<file path="src/design/ormn_pkg.sv">
// Package with encodings, field positions and reset values for the OR/move/idle executor.
`default_nettype none
package ormn_pkg;
  // ****************************************
  // Instruction encodings
  // ****************************************
  localparam int unsigned WORD_W = 12;
  localparam int unsigned DATA_W = 8;
  localparam int unsigned IDX_W = 5;
  localparam logic [3:0] OP_OR_LITERAL = 4'hd;
  localparam logic [3:0] OP_LOAD_LITERAL = 4'hc;
  localparam logic [5:0] OP_OR_REGISTER = 6'h04;
  localparam logic [5:0] OP_COPY_REGISTER = 6'h08;
  localparam logic [6:0] OP_STORE_ACC = 7'h01;
  localparam logic [11:0] OP_IDLE = 12'h000;
  // ****************************************
  // Field positions
  // ****************************************
  localparam int unsigned TARGET_BIT = 5;
  localparam int unsigned NIBBLE_LSB = 8;
  localparam int unsigned SIX_LSB = 6;
  localparam int unsigned SEVEN_LSB = 5;
  // ****************************************
  // Reset values
  // ****************************************
  localparam logic [7:0] ACC_RESET = 8'h00;
  localparam logic NULL_FLAG_RESET = 1'b0;
  localparam int unsigned FILE_DEPTH = 32;
  typedef enum logic [2:0] {
    ORMN_IDLE, ORMN_OR_LIT, ORMN_LOAD_LIT, ORMN_OR_REG, ORMN_COPY_REG, ORMN_STORE_ACC, ORMN_OTHER
  } ormn_op_t;
endpackage : ormn_pkg
`default_nettype wire

</file>
<file path="src/design/ormn_file_mem.sv">
// Small file register array with registered read data.
`timescale 1ns/1ns
`default_nettype none
module ormn_file_mem #(
  parameter int unsigned DEPTH = 32,
  parameter int unsigned DW = 8,
  parameter int unsigned AW = 5
) (
  input wire logic clk_sys_i,
  input wire logic we_i,
  input wire logic [AW-1:0] waddr_i,
  input wire logic [DW-1:0] wdata_i,
  input wire logic [AW-1:0] raddr_i,
  output logic [DW-1:0] rdata_o
);
  // A depth beyond the index range would leave entries that no word can ever reach.
  if (DEPTH > (1 << AW)) begin : g_depth_check
    $error("ormn_file_mem depth exceeds address range");
  end
  logic [DW-1:0] mem [DEPTH];
  always_ff @(posedge clk_sys_i) begin
    if (we_i) begin
      mem[waddr_i] <= wdata_i;
    end
  end
  always_ff @(posedge clk_sys_i) begin
    rdata_o <= mem[raddr_i];
  end
endmodule : ormn_file_mem
`default_nettype wire

</file>
<file path="src/design/ormn_core.sv">
// Executor for OR literal, OR register, copy register, store accumulator, load literal and idle words.
// How it works
// - A word with top nibble 1101 ORs its low byte into the accumulator and sets the zero flag from the result.
// - A word starting 0001 00 ORs the accumulator with the indexed file register and sets the zero flag.
// - The target bit sends a register-operand result to the accumulator when 0 and to the file register when 1.
// - A word starting 0010 00 copies the indexed file register to the accumulator or back to itself.
// - The copy sets the zero flag from the moved value and touches no other status.
// - A copy back to the same register leaves its value as it was but still sets the zero flag.
// - A word starting 0000 001 stores the accumulator into the indexed file register and leaves flags alone.
// - A word with top nibble 1100 loads its low byte into the accumulator and leaves flags alone.
`timescale 1ns/1ns
`default_nettype none
module ormn_core (
  input wire logic clk_sys_i,
  input wire logic rst_b_i,
  input wire logic instr_valid_i,
  input wire logic [11:0] instr_word_i,
  output logic [7:0] acc_o,
  output logic null_result_flag_o,
  output logic file_we_o,
  output logic [4:0] file_addr_o,
  output logic [7:0] file_wdata_o,
  output logic done_o,
  output logic unknown_o
);
  // ****************************************
  // Two-phase execution: phase A reads the file register, phase B retires.
  // ****************************************
  // The memory read is registered, so every word takes two clock edges; the core's
  // instruction clock is taken as this pair, so each word still retires in one cycle.
  typedef enum logic {ORMN_PH_FETCH, ORMN_PH_EXEC} ormn_phase_t;
  ormn_phase_t phase;
  logic [11:0] word;
  logic [7:0] file_rdata;
  ormn_pkg::ormn_op_t op;
  logic target;
  logic [4:0] idx;
  logic [7:0] lit;
  logic [7:0] result;
  logic next_file_we;

  assign target = word[ormn_pkg::TARGET_BIT];
  assign idx = word[4:0];
  assign lit = word[7:0];

  always_comb begin
    if (word == ormn_pkg::OP_IDLE) begin
      op = ormn_pkg::ORMN_IDLE;
    end else if (word[11:ormn_pkg::NIBBLE_LSB] == ormn_pkg::OP_OR_LITERAL) begin
      op = ormn_pkg::ORMN_OR_LIT;
    end else if (word[11:ormn_pkg::NIBBLE_LSB] == ormn_pkg::OP_LOAD_LITERAL) begin
      op = ormn_pkg::ORMN_LOAD_LIT;
    end else if (word[11:ormn_pkg::SIX_LSB] == ormn_pkg::OP_OR_REGISTER) begin
      op = ormn_pkg::ORMN_OR_REG;
    end else if (word[11:ormn_pkg::SIX_LSB] == ormn_pkg::OP_COPY_REGISTER) begin
      op = ormn_pkg::ORMN_COPY_REG;
    end else if (word[11:ormn_pkg::SEVEN_LSB] == ormn_pkg::OP_STORE_ACC) begin
      op = ormn_pkg::ORMN_STORE_ACC;
    end else begin
      op = ormn_pkg::ORMN_OTHER;
    end
  end

  always_comb begin
    case (op)
      ormn_pkg::ORMN_OR_LIT: result = acc_o | lit;
      ormn_pkg::ORMN_LOAD_LIT: result = lit;
      ormn_pkg::ORMN_OR_REG: result = acc_o | file_rdata;
      ormn_pkg::ORMN_COPY_REG: result = file_rdata;
      ormn_pkg::ORMN_STORE_ACC: result = acc_o;
      default: result = acc_o;
    endcase
  end

  // The array is written on the execute edge itself, so a word taken on the very next edge
  // already reads the new value; a write one edge later would hand that word stale data.
  always_comb begin
    next_file_we = 1'b0;
    if (rst_b_i && phase == ORMN_PH_EXEC) begin
      if (op == ormn_pkg::ORMN_STORE_ACC) begin
        next_file_we = 1'b1;
      end else if ((op == ormn_pkg::ORMN_OR_REG || op == ormn_pkg::ORMN_COPY_REG) && target) begin
        next_file_we = 1'b1;
      end
    end
  end

  // ****************************************
  // Sequencing
  // ****************************************
  always_ff @(posedge clk_sys_i) begin
    if (!rst_b_i) begin
      phase <= ORMN_PH_FETCH;
      word <= ormn_pkg::OP_IDLE;
    end else if (phase == ORMN_PH_FETCH) begin
      if (instr_valid_i) begin
        phase <= ORMN_PH_EXEC;
        word <= instr_word_i;
      end
    end else begin
      phase <= ORMN_PH_FETCH;
    end
  end

  ormn_file_mem #(.DEPTH(ormn_pkg::FILE_DEPTH), .DW(8), .AW(5)) u_mem (
    .clk_sys_i(clk_sys_i),
    .we_i(next_file_we),
    .waddr_i(idx),
    .wdata_i(result),
    .raddr_i(instr_word_i[4:0]),
    .rdata_o(file_rdata)
  );

  // ****************************************
  // Accumulator and zero flag
  // ****************************************
  always_ff @(posedge clk_sys_i) begin
    if (!rst_b_i) begin
      acc_o <= ormn_pkg::ACC_RESET;
    end else if (phase == ORMN_PH_EXEC) begin
      if (op == ormn_pkg::ORMN_OR_LIT || op == ormn_pkg::ORMN_LOAD_LIT) begin
        acc_o <= result;
      end else if ((op == ormn_pkg::ORMN_OR_REG || op == ormn_pkg::ORMN_COPY_REG) && !target) begin
        acc_o <= result;
      end
    end
  end

  always_ff @(posedge clk_sys_i) begin
    if (!rst_b_i) begin
      null_result_flag_o <= ormn_pkg::NULL_FLAG_RESET;
    end else if (phase == ORMN_PH_EXEC) begin
      if (op == ormn_pkg::ORMN_OR_LIT || op == ormn_pkg::ORMN_OR_REG || op == ormn_pkg::ORMN_COPY_REG) begin
        null_result_flag_o <= (result == 8'h00);
      end
    end
  end

  // ****************************************
  // File write port, one-cycle pulse
  // ****************************************
  always_ff @(posedge clk_sys_i) begin
    if (!rst_b_i) begin
      file_we_o <= 1'b0;
      file_addr_o <= 5'h00;
      file_wdata_o <= 8'h00;
    end else begin
      // A self-copy writes back the value just read, so the register keeps its content.
      file_we_o <= next_file_we;
      if (phase == ORMN_PH_EXEC) begin
        file_addr_o <= idx;
        file_wdata_o <= result;
      end
    end
  end

  always_ff @(posedge clk_sys_i) begin
    if (!rst_b_i) begin
      done_o <= 1'b0;
      unknown_o <= 1'b0;
    end else begin
      done_o <= (phase == ORMN_PH_EXEC);
      unknown_o <= (phase == ORMN_PH_EXEC) && (op == ormn_pkg::ORMN_OTHER);
    end
  end

  // ****************************************
  // Assertions
  // ****************************************
  property p_or_lit;
    @(posedge clk_sys_i) disable iff (!rst_b_i)
    (phase == ORMN_PH_EXEC && op == ormn_pkg::ORMN_OR_LIT) |=> acc_o == ($past(acc_o) | $past(lit))
      && null_result_flag_o == (acc_o == 8'h00);
  endproperty
  a_or_lit: assert property (p_or_lit) else $error("OR literal result wrong");
  property p_or_reg;
    @(posedge clk_sys_i) disable iff (!rst_b_i)
    (phase == ORMN_PH_EXEC && op == ormn_pkg::ORMN_OR_REG) |=> null_result_flag_o == ($past(result) == 8'h00);
  endproperty
  a_or_reg: assert property (p_or_reg) else $error("OR register flag wrong");
  property p_target;
    @(posedge clk_sys_i) disable iff (!rst_b_i)
    (phase == ORMN_PH_EXEC && (op == ormn_pkg::ORMN_OR_REG || op == ormn_pkg::ORMN_COPY_REG))
      |=> file_we_o == $past(target) && (!file_we_o || $stable(acc_o));
  endproperty
  a_target: assert property (p_target) else $error("Target routing wrong");
  property p_copy;
    @(posedge clk_sys_i) disable iff (!rst_b_i)
    (phase == ORMN_PH_EXEC && op == ormn_pkg::ORMN_COPY_REG && !target) |=> acc_o == $past(file_rdata);
  endproperty
  a_copy: assert property (p_copy) else $error("Copy to accumulator wrong");
  property p_copy_flag;
    @(posedge clk_sys_i) disable iff (!rst_b_i)
    (phase == ORMN_PH_EXEC && op == ormn_pkg::ORMN_COPY_REG) |=> null_result_flag_o == ($past(file_rdata) == 8'h00);
  endproperty
  a_copy_flag: assert property (p_copy_flag) else $error("Copy flag wrong");
  property p_self;
    @(posedge clk_sys_i) disable iff (!rst_b_i)
    (phase == ORMN_PH_EXEC && op == ormn_pkg::ORMN_COPY_REG && target) |=> file_wdata_o == $past(file_rdata);
  endproperty
  a_self: assert property (p_self) else $error("Self copy changed value");
  property p_store;
    @(posedge clk_sys_i) disable iff (!rst_b_i)
    (phase == ORMN_PH_EXEC && op == ormn_pkg::ORMN_STORE_ACC)
      |=> file_we_o && file_wdata_o == $past(acc_o) && $stable(null_result_flag_o);
  endproperty
  a_store: assert property (p_store) else $error("Store accumulator wrong");
  property p_load;
    @(posedge clk_sys_i) disable iff (!rst_b_i)
    (phase == ORMN_PH_EXEC && op == ormn_pkg::ORMN_LOAD_LIT) |=> acc_o == $past(lit) && $stable(null_result_flag_o);
  endproperty
  a_load: assert property (p_load) else $error("Load literal wrong");
  property p_idle;
    @(posedge clk_sys_i) disable iff (!rst_b_i)
    (phase == ORMN_PH_EXEC && op == ormn_pkg::ORMN_IDLE)
      |=> $stable(acc_o) && $stable(null_result_flag_o) && !file_we_o;
  endproperty
  a_idle: assert property (p_idle) else $error("Idle word changed state");
  property p_one_cycle;
    @(posedge clk_sys_i) disable iff (!rst_b_i)
    (phase == ORMN_PH_FETCH && instr_valid_i) |=> ##1 done_o;
  endproperty
  a_one_cycle: assert property (p_one_cycle) else $error("Word did not retire in time");
  c_or_reg_file: cover property (@(posedge clk_sys_i) phase == ORMN_PH_EXEC && op == ormn_pkg::ORMN_OR_REG && target);
  c_self_zero: cover property (@(posedge clk_sys_i) phase == ORMN_PH_EXEC && op == ormn_pkg::ORMN_COPY_REG
    && target && file_rdata == 8'h00);
  c_store: cover property (@(posedge clk_sys_i) phase == ORMN_PH_EXEC && op == ormn_pkg::ORMN_STORE_ACC);
  c_or_lit_zero: cover property (@(posedge clk_sys_i) phase == ORMN_PH_EXEC && op == ormn_pkg::ORMN_OR_LIT
    && result == 8'h00);
endmodule : ormn_core
`default_nettype wire

</file>
<file path="config.mk">
export PLATFORM = sky130hd
export DESIGN_NAME = ormn_core
export DESIGN_NICKNAME = d
export VERILOG_FILES = /design/src/design/ormn_pkg.sv /design/src/design/ormn_file_mem.sv /design/src/design/ormn_core.sv
export SDC_FILE = /design/constraint.sdc
export NUM_CORES = 1
export LEC_CHECK = 0
export ABC_CLOCK_PERIOD_IN_PS = 3400
export BUFFER_PORTS_ARGS = -buffer_cell sky130_fd_sc_hd__buf_2
export CAP_MARGIN = 0
export CORE_ASPECT_RATIO = 1.1
export CORE_MARGIN = 10
export CORE_UTILIZATION = 60
export DETAILED_ROUTE_END_ITERATION = 12
export PLACE_DENSITY_LB_ADDON = 0.08
export SLEW_MARGIN = 20
export SYNTH_ARGS = -nofsm -noshare
export SYNTH_HDL_FRONTEND = slang
export SYNTH_HIERARCHICAL = 1
export SYNTH_SLANG_ARGS = --single-unit
</file>
<file path="constraint.sdc">
create_clock -name clk_sys_i -period 3.4 [get_ports clk_sys_i]
set_clock_uncertainty 0.1 [all_clocks]
set_input_delay 0.17 -clock clk_sys_i [delete_from_list [all_inputs] [get_ports clk_sys_i]]
set_output_delay 0.17 -clock clk_sys_i [all_outputs]
set_load 0.02 [all_outputs]
</file>
==> reports/qor.yml, run 1 <==
antenna_cells: 0
gr-total-overflow: 0
cts_sinks: 302
fin_util_pct: 70.6
rows: 53
portBuffers: 39
finalCritPeriodShare_pct: 89.7
required_ns: 3.46
crit_end: "u_mem/mem[28][7]"
syn_avg_cell_area_um2: 19.5
drive_above_1_share_pct: 32.7
timing.hold.ws_ns: 0.0114
multi_input_area_um2: 2950
fmax_mhz: 328
ys_warn_count: 6
drt_iter0_markers: 428
p_comb_share_pct: 6.0
initial_core_util_pct: 61.4
critPathLaunchType: "flip-flop"
fin_ws_ns: 0.352
fillers: 1191
slew_headroom_pct: 30.3
yosysSeqAreaShare_pct: 73.2
finalCriticalPeriod_ns: 3.05
grt_use_total_pct: 18.5
cap_violations: 0
tns_ns: 0
synth_fp_nets: 619
syn_area_um2: 11800
critical_path_arrival_ns: 3.11
drc: 0
dpl.hpwl_mm: 15.4
power_density_nw_per_um2: 594
cp_top_family: "simple AND/OR/NAND/NOR gates"
dieArea_um2: 25600
register_area_um2: 8610
path_class: "reg2reg"
ios: 40
status: "finished clean"
dr.pass1.iters: 5
yosys-top-cells-area: "edfxtp_1, mux4_2, dfxtp_1, nor2_1, a211oi_1"
ir_worst_vdd_uv: 461
drt-vias-per-instance: 6.22
ys_ff_latch: 302
switchingPower_mw: 1.64
cts_resized: 0
dpl.cell_count: 890
rsz0062_at_grt: "false"
r2r-start: "word[6]"
worst_slew_pin_slew_ns: 1.05
clk_pin_slew_worst_paths_ns: 0.06
synthCells: 604
worstSetupStartpoint: "word[6]"
fp.dieH_um: 167
ant_nets: 0
cpMaxStageDelayCell: "or3b_2"
routed_wirelength_mm: 24.0
cts_root_buf: "clkbuf_16"
grt_max_degree: 36
die_x_um: 153
yosys.area.top_type: "edfxtp_1"
cp_cell_sequence: "or4_1 > a21oi_1 > and3_1 > or3b_2 > nor2_1"
cts_max_level: 1
power.share.clock_pct: 42.6
clkLatencyLatePin_ns: 0.53
synth.distinct_cells: 39
core_um2: 19200
p_int_mw: 6.40
grt_antenna_before_repair: 0
ff2ff_path_depth: 5
synth_top_area_share_pct: 65.4
cts_buffer_depth: 3
worstSetupPathDepth: 5
drv_slew: 0
pre_cts_ws_ns: 0.382
swShare_pct: 20.4
pwr-share-seq_pct: 51.4
end_kind: "flip-flop"
areaGrowthSynthToFinish_pct: 15.1
rr_endpoint: "u_mem/mem[28][7]"
grt_first_pass_wirelength_mm: 37.0
layout.cells.non_filler: 954
finalHoldViolCount: 0
rrSetupSlack_ns: 0.35
cts_buffers: 30
via_count: 5933
grt_pass1_vias: 5892
fin_nets: 699
wl_per_cell_um: 25.2
holdPathStages: 3
cts_tree: "done"
setup_viol: 0
hp-class: "in2reg"
cp_max_fo: 8
leakage_nw: 4.55
path_buf_inv: 0
slowest_delay_ns: 0.62
gp_congestion: 0.891
metal layers:
layer	up-vias	part of all wire, %	track usage, %
met5	-	0	0
met4	0	2.7	5.96
met3	37	6.3	2.89
met2	225	48	28.2
met1	3075	43	27.0
li1	2596	-	-
sequential cells by signal, summed over array words and instances, names as in the netlist:
name / cells
phase: 1
u_mem/rdata_o: 8
null_result_flag_o: 1
word: 12
unknown_o: 1
done_o: 1
file_wdata_o: 8
acc_o: 8
file_addr_o: 5
u_mem/mem: 256
file_we_o: 1
worst register-to-register path, delay by kind of cell, from the launching register on:
kind	cells	cell delay [ns]
DFF	1	0.34
AOI/OAI and AO/OA	1	0.21
and+or+nand+nor	4	2.03
per-stage QoR:
step | area [µm²] | power [mW]
6_report | 13500 | 8.04
5_1_grt | 13500 | 8.29
3_5_place_dp | 12400 | 4.69
3_3_place_gp | 12400 | 4.68
4_1_cts | 13500 | 8.11
2_1_floorplan | 11800 | 4.52
placed cells by master (no fill, tap or decap), types with 3 or more instances in the layout:
cell           Yosys  layout
dfxtp_1           46      46
dlygate4sd3_1      0       9
a21oi_1           13      13
buf_4              7      29
mux2i_1            5       5
bufinv_16          0       6
nand3_1            3       3
nor2_1            56      56
edfxtp_1         256     256
or3b_2             3       3
clkbuf_1          15       4
mux4_2            80      80
nand2_1           26      26
nor3b_2            7       7
a211oi_1          17      17
clkbuf_16          0      31
a22o_1             8       8
nand3b_1           5       5
a211oi_2           7       7
inv_1              9       6
buf_2              2      38
clkinv_2           0       5
mux2_2             8       8
clkinv_1           1       6
buf_12             0       4
timing repair:
action	in CTS	in global routing
hold buffers	9	0
endpoints found under the hold margin	19	0
setup buffers	0	0
Yosys cell counts:
library cell,instances
nor2b_1,1
clkbuf_1,15
nand4_1,2
dfxtp_1,46
nor2_1,56
or3_1,1
buf_1,6
o21a_2,1
o41ai_2,1
a22o_1,8
or4_1,2
a211oi_1,17
a211oi_4,1
mux4_2,80
a21oi_1,13
buf_2,2
or3b_2,3
buf_6,2
edfxtp_1,256
and3b_4,1
mux2_2,8
a21oi_2,1
xnor2_2,1
inv_1,9
and2_1,1
nand3b_1,5
nor3b_2,7
mux2i_1,5
nand2_1,26
a211oi_2,7
clkinv_1,1
nor3_1,2
nand3_1,3
and3_1,2
buf_4,7
o21ai_0,2
nor4_1,1
nor3b_1,1
nand2b_1,1
logic make-up after synthesis:
| group | Yosys count | share of synthesized area, % |
|---|---|---|
| and+or+nand+nor | 115 | 4.90 |
| muxes | 93 | 16.5 |
| AOI/OAI and AO/OA | 51 | 3.52 |
| xor gates and xnor gates | 1 | 0.138 |
| DFF | 302 | 73.2 |
| buffers and inverters | 42 | 1.71 |
power groups by stage:
stage / Combinational (mW) / Clock (mW) / Sequential, mW
after detailed placement: 0.482 / 0 / 4.21
after CTS: 0.492 / 3.49 / 4.13
after floorplan: 0.310 / 0 / 4.21
after global placement: 0.470 / 0 / 4.21
final: 0.482 / 3.43 / 4.13
after global routing: 0.523 / 3.64 / 4.13
worst min-delay path by stage:
stage                     slack [ns]       end             start
after floorplan                 0.21  word[11]  instr_word_i[11]
after global placement          0.31   word[5]   instr_word_i[5]
after detailed placement        0.32   word[5]   instr_word_i[5]
after CTS                      0.004   word[2]   instr_word_i[2]
after global routing            0.03   word[2]   instr_word_i[2]
final                           0.01   word[2]   instr_word_i[2]
layout make-up:
type	instances	area share, %
clock buffer	35	5.84
clock inverter	20	1.91
inverter	10	0.277
multi-input combinational	260	21.8
sequential	302	63.6
tap	247	2.28
timing repair buffer	80	4.27
(Power assumes the default switching activity.)
==> run 2: changes to the inputs <==
--- a/config.mk
+++ b/config.mk
@@ -10,3 +10,3 @@
 export CAP_MARGIN = 0
-export CORE_ASPECT_RATIO = 1.1
+export CORE_ASPECT_RATIO = 1.4
 export CORE_MARGIN = 10
@@ -18,3 +18,2 @@
 export SYNTH_HDL_FRONTEND = slang
-export SYNTH_HIERARCHICAL = 1
 export SYNTH_SLANG_ARGS = --single-unit
==> constraint.sdc (replaced) <==
create_clock -name clk_sys_i -period 3.4 [get_ports clk_sys_i]
set_clock_uncertainty 0.1 [all_clocks]
set_input_delay 0.68 -clock clk_sys_i [delete_from_list [all_inputs] [get_ports clk_sys_i]]
set_output_delay 0.68 -clock clk_sys_i [all_outputs]
set_load 0.02 [all_outputs]
==> reports/qor.yml, run 2 <==
swShare_pct: 20.9
core_um2: 19100
drive_above_1_share_pct: 30.3
dpl.hpwl_mm: 15.6
layout.cells.non_filler: 955
grt_max_degree: 66
drt-vias-per-instance: 6.26
areaGrowthSynthToFinish_pct: 13.6
leakage_nw: 4.46
required_ns: 3.54
synthCells: 607
switchingPower_mw: 1.57
die_x_um: 138
slew_headroom_pct: 37.7
finalCriticalPeriod_ns: 2.76
min_from: "instr_word_i[11]"
ys_ff_latch: 302
rsz0062_at_grt: "false"
cts_root_buf: "clkbuf_16"
postCtsSetupRepairBufs: 0
largest_reg_flops: 256
gp_congestion: 0.827
setup_viol: 0
p_int_mw: 5.96
ir_worst_vdd_uv: 441
critPathLaunchType: "flip-flop"
regMostFlops: "u_mem.mem"
cts_hold_buf: 0
synth.distinct_cells: 39
synth_top_area_share_pct: 66.0
ys_async_sr_fraction_pct: 0
p_comb_share_pct: 6.0
clk_pin_slew_worst_paths_ns: 0.06
tns_ns: 0
hp-class: "in2reg"
portBuffers: 39
drc: 0
cpMaxStageDelayCell: "a222oi_1"
worst_slew_pin_slew_ns: 0.929
path_buf_inv: 2
path_class: "reg2reg"
synth_ff_type: "edfxtp_1"
syn_area_um2: 11600
slowest_delay_ns: 0.53
drt_iter0_markers: 506
yosysSeqAreaShare_pct: 73.9
rr_endpoint: "u_mem.mem[19][3]"
holdPathStages: 3
pwr-share-seq_pct: 54.9
syn_avg_cell_area_um2: 19.2
dieArea_um2: 25500
ff2ff_path_depth: 6
cts_tree: "done"
end_kind: "flip-flop"
worstSetupStartpoint: "word[9]"
place_area_um2: 12400
cts_resized: 0
ant_nets: 0
layout_commonest_cell: "edfxtp_1"
yosys-top-cells-area: "edfxtp_1, mux4_2, dfxtp_1, nor2_1, a211oi_1"
ios: 40
timing.hold.ws_ns: 0.289
clkLatencyLatePin_ns: 0.53
hold_path_end: "word[11]"
antenna_cells: 0
worstSetupPathDepth: 6
power_density_nw_per_um2: 569
grt_pass1_vias: 6138
cp_top_family: "simple AND/OR/NAND/NOR gates"
p_total_mw: 7.53
synth_fp_nets: 622
cts_sinks: 302
rows: 60
gr-total-overflow: 0
pre_cts_ws_ns: 0.637
cts_buffers: 28
final_cell_mix: "edfxtp_1, mux4_2, nor2_1"
fin_nets: 702
fin_ws_ns: 0.642
fmax_mhz: 363
cp_cell_sequence: "and3b_1 > a21oi_1 > or2_2 > a222oi_1 > inv_1 > buf_4"
multi_input_area_um2: 2820
r2r-start: "word[9]"
fillers: 1180
synthTopCellsByCount: "edfxtp_1, mux4_2, nor2_1, dfxtp_1, nand2_1"
power.share.clock_pct: 39.1
cap_violations: 0
finalHoldViolCount: 0
cp_max_fo: 32
cts_buffer_depth: 3
initial_core_util_pct: 60.8
grt_first_pass_wirelength_mm: 38.5
critical_path_arrival_ns: 2.90
grt_antenna_before_repair: 2
postLayoutCellArea_um2: 13200
synth_edf_count: 256
finalCritPeriodShare_pct: 81.1
dpl.cell_count: 905
drv_slew: 0
rrSetupSlack_ns: 0.64
fin_util_pct: 69.1
register_area_um2: 8610
dr.pass1.iters: 6
cts_max_level: 1
largest_registers: "u_mem.mem (256), word (12)"
yosys.area.top_type: "edfxtp_1"
yosysMostFrequentCell: "edfxtp_1"
grt_use_total_pct: 20.3
fp.dieH_um: 185
status: "finished clean"
routed_wirelength_mm: 25.1
via_count: 5977
wl_per_cell_um: 26.3
ys_warn_count: 0
run 2: how the worst max path moves through the flow:
stage	to	slack (ns)
CTS	u_mem.mem[26][3]	0.70
global route	u_mem.mem[20][4]	0.50
finish	u_mem.mem[19][3]	0.64
detailed placement	u_mem.rdata_o[0]	0.64
floorplan	u_mem.rdata_o[0]	0.73
global placement	u_mem.rdata_o[0]	0.65
run 2: cell families after synthesis:
group | synth area share, %
compound gates | 2.83
flops | 73.9
simple gates | 4.66
xor+xnor | 0.0752
buf+inv | 1.85
mux | 16.7
run 2: worst register-to-register path: cells and delay by family, from the launching register on:
family	cells	cell delay, ns
buf+inv	2	0.36
compound gates	2	0.73
simple gates	2	0.89
flops	1	0.37
run 2: power groups by stage:
stage	Sequential [mW]	Clock (mW)	Combinational [mW]
2_1_floorplan	4.20	0	0.297
3_5_place_dp	4.21	0	0.462
4_1_cts	4.13	3.00	0.463
5_1_grt	4.13	3.12	0.496
6_report	4.13	2.94	0.455
3_3_place_gp	4.21	0	0.445
run 2: per-layer routing:
metal	track usage (%)	vias up	share of wire [%]
met5	0	-	0.080
met1	27.5	3070	39
met3	4.53	57	9.1
met2	32.2	252	49
met4	6.86	4	2.9
li1	-	2594	-
run 2: cell type report:
type	instances	share of cell area [%]
clock buffer	42	6.33
clock inverter	8	0.255
inverter	9	0.255
multi-input combinational	260	21.3
sequential	302	65.0
tap	248	2.34
timing repair buffer	86	4.44
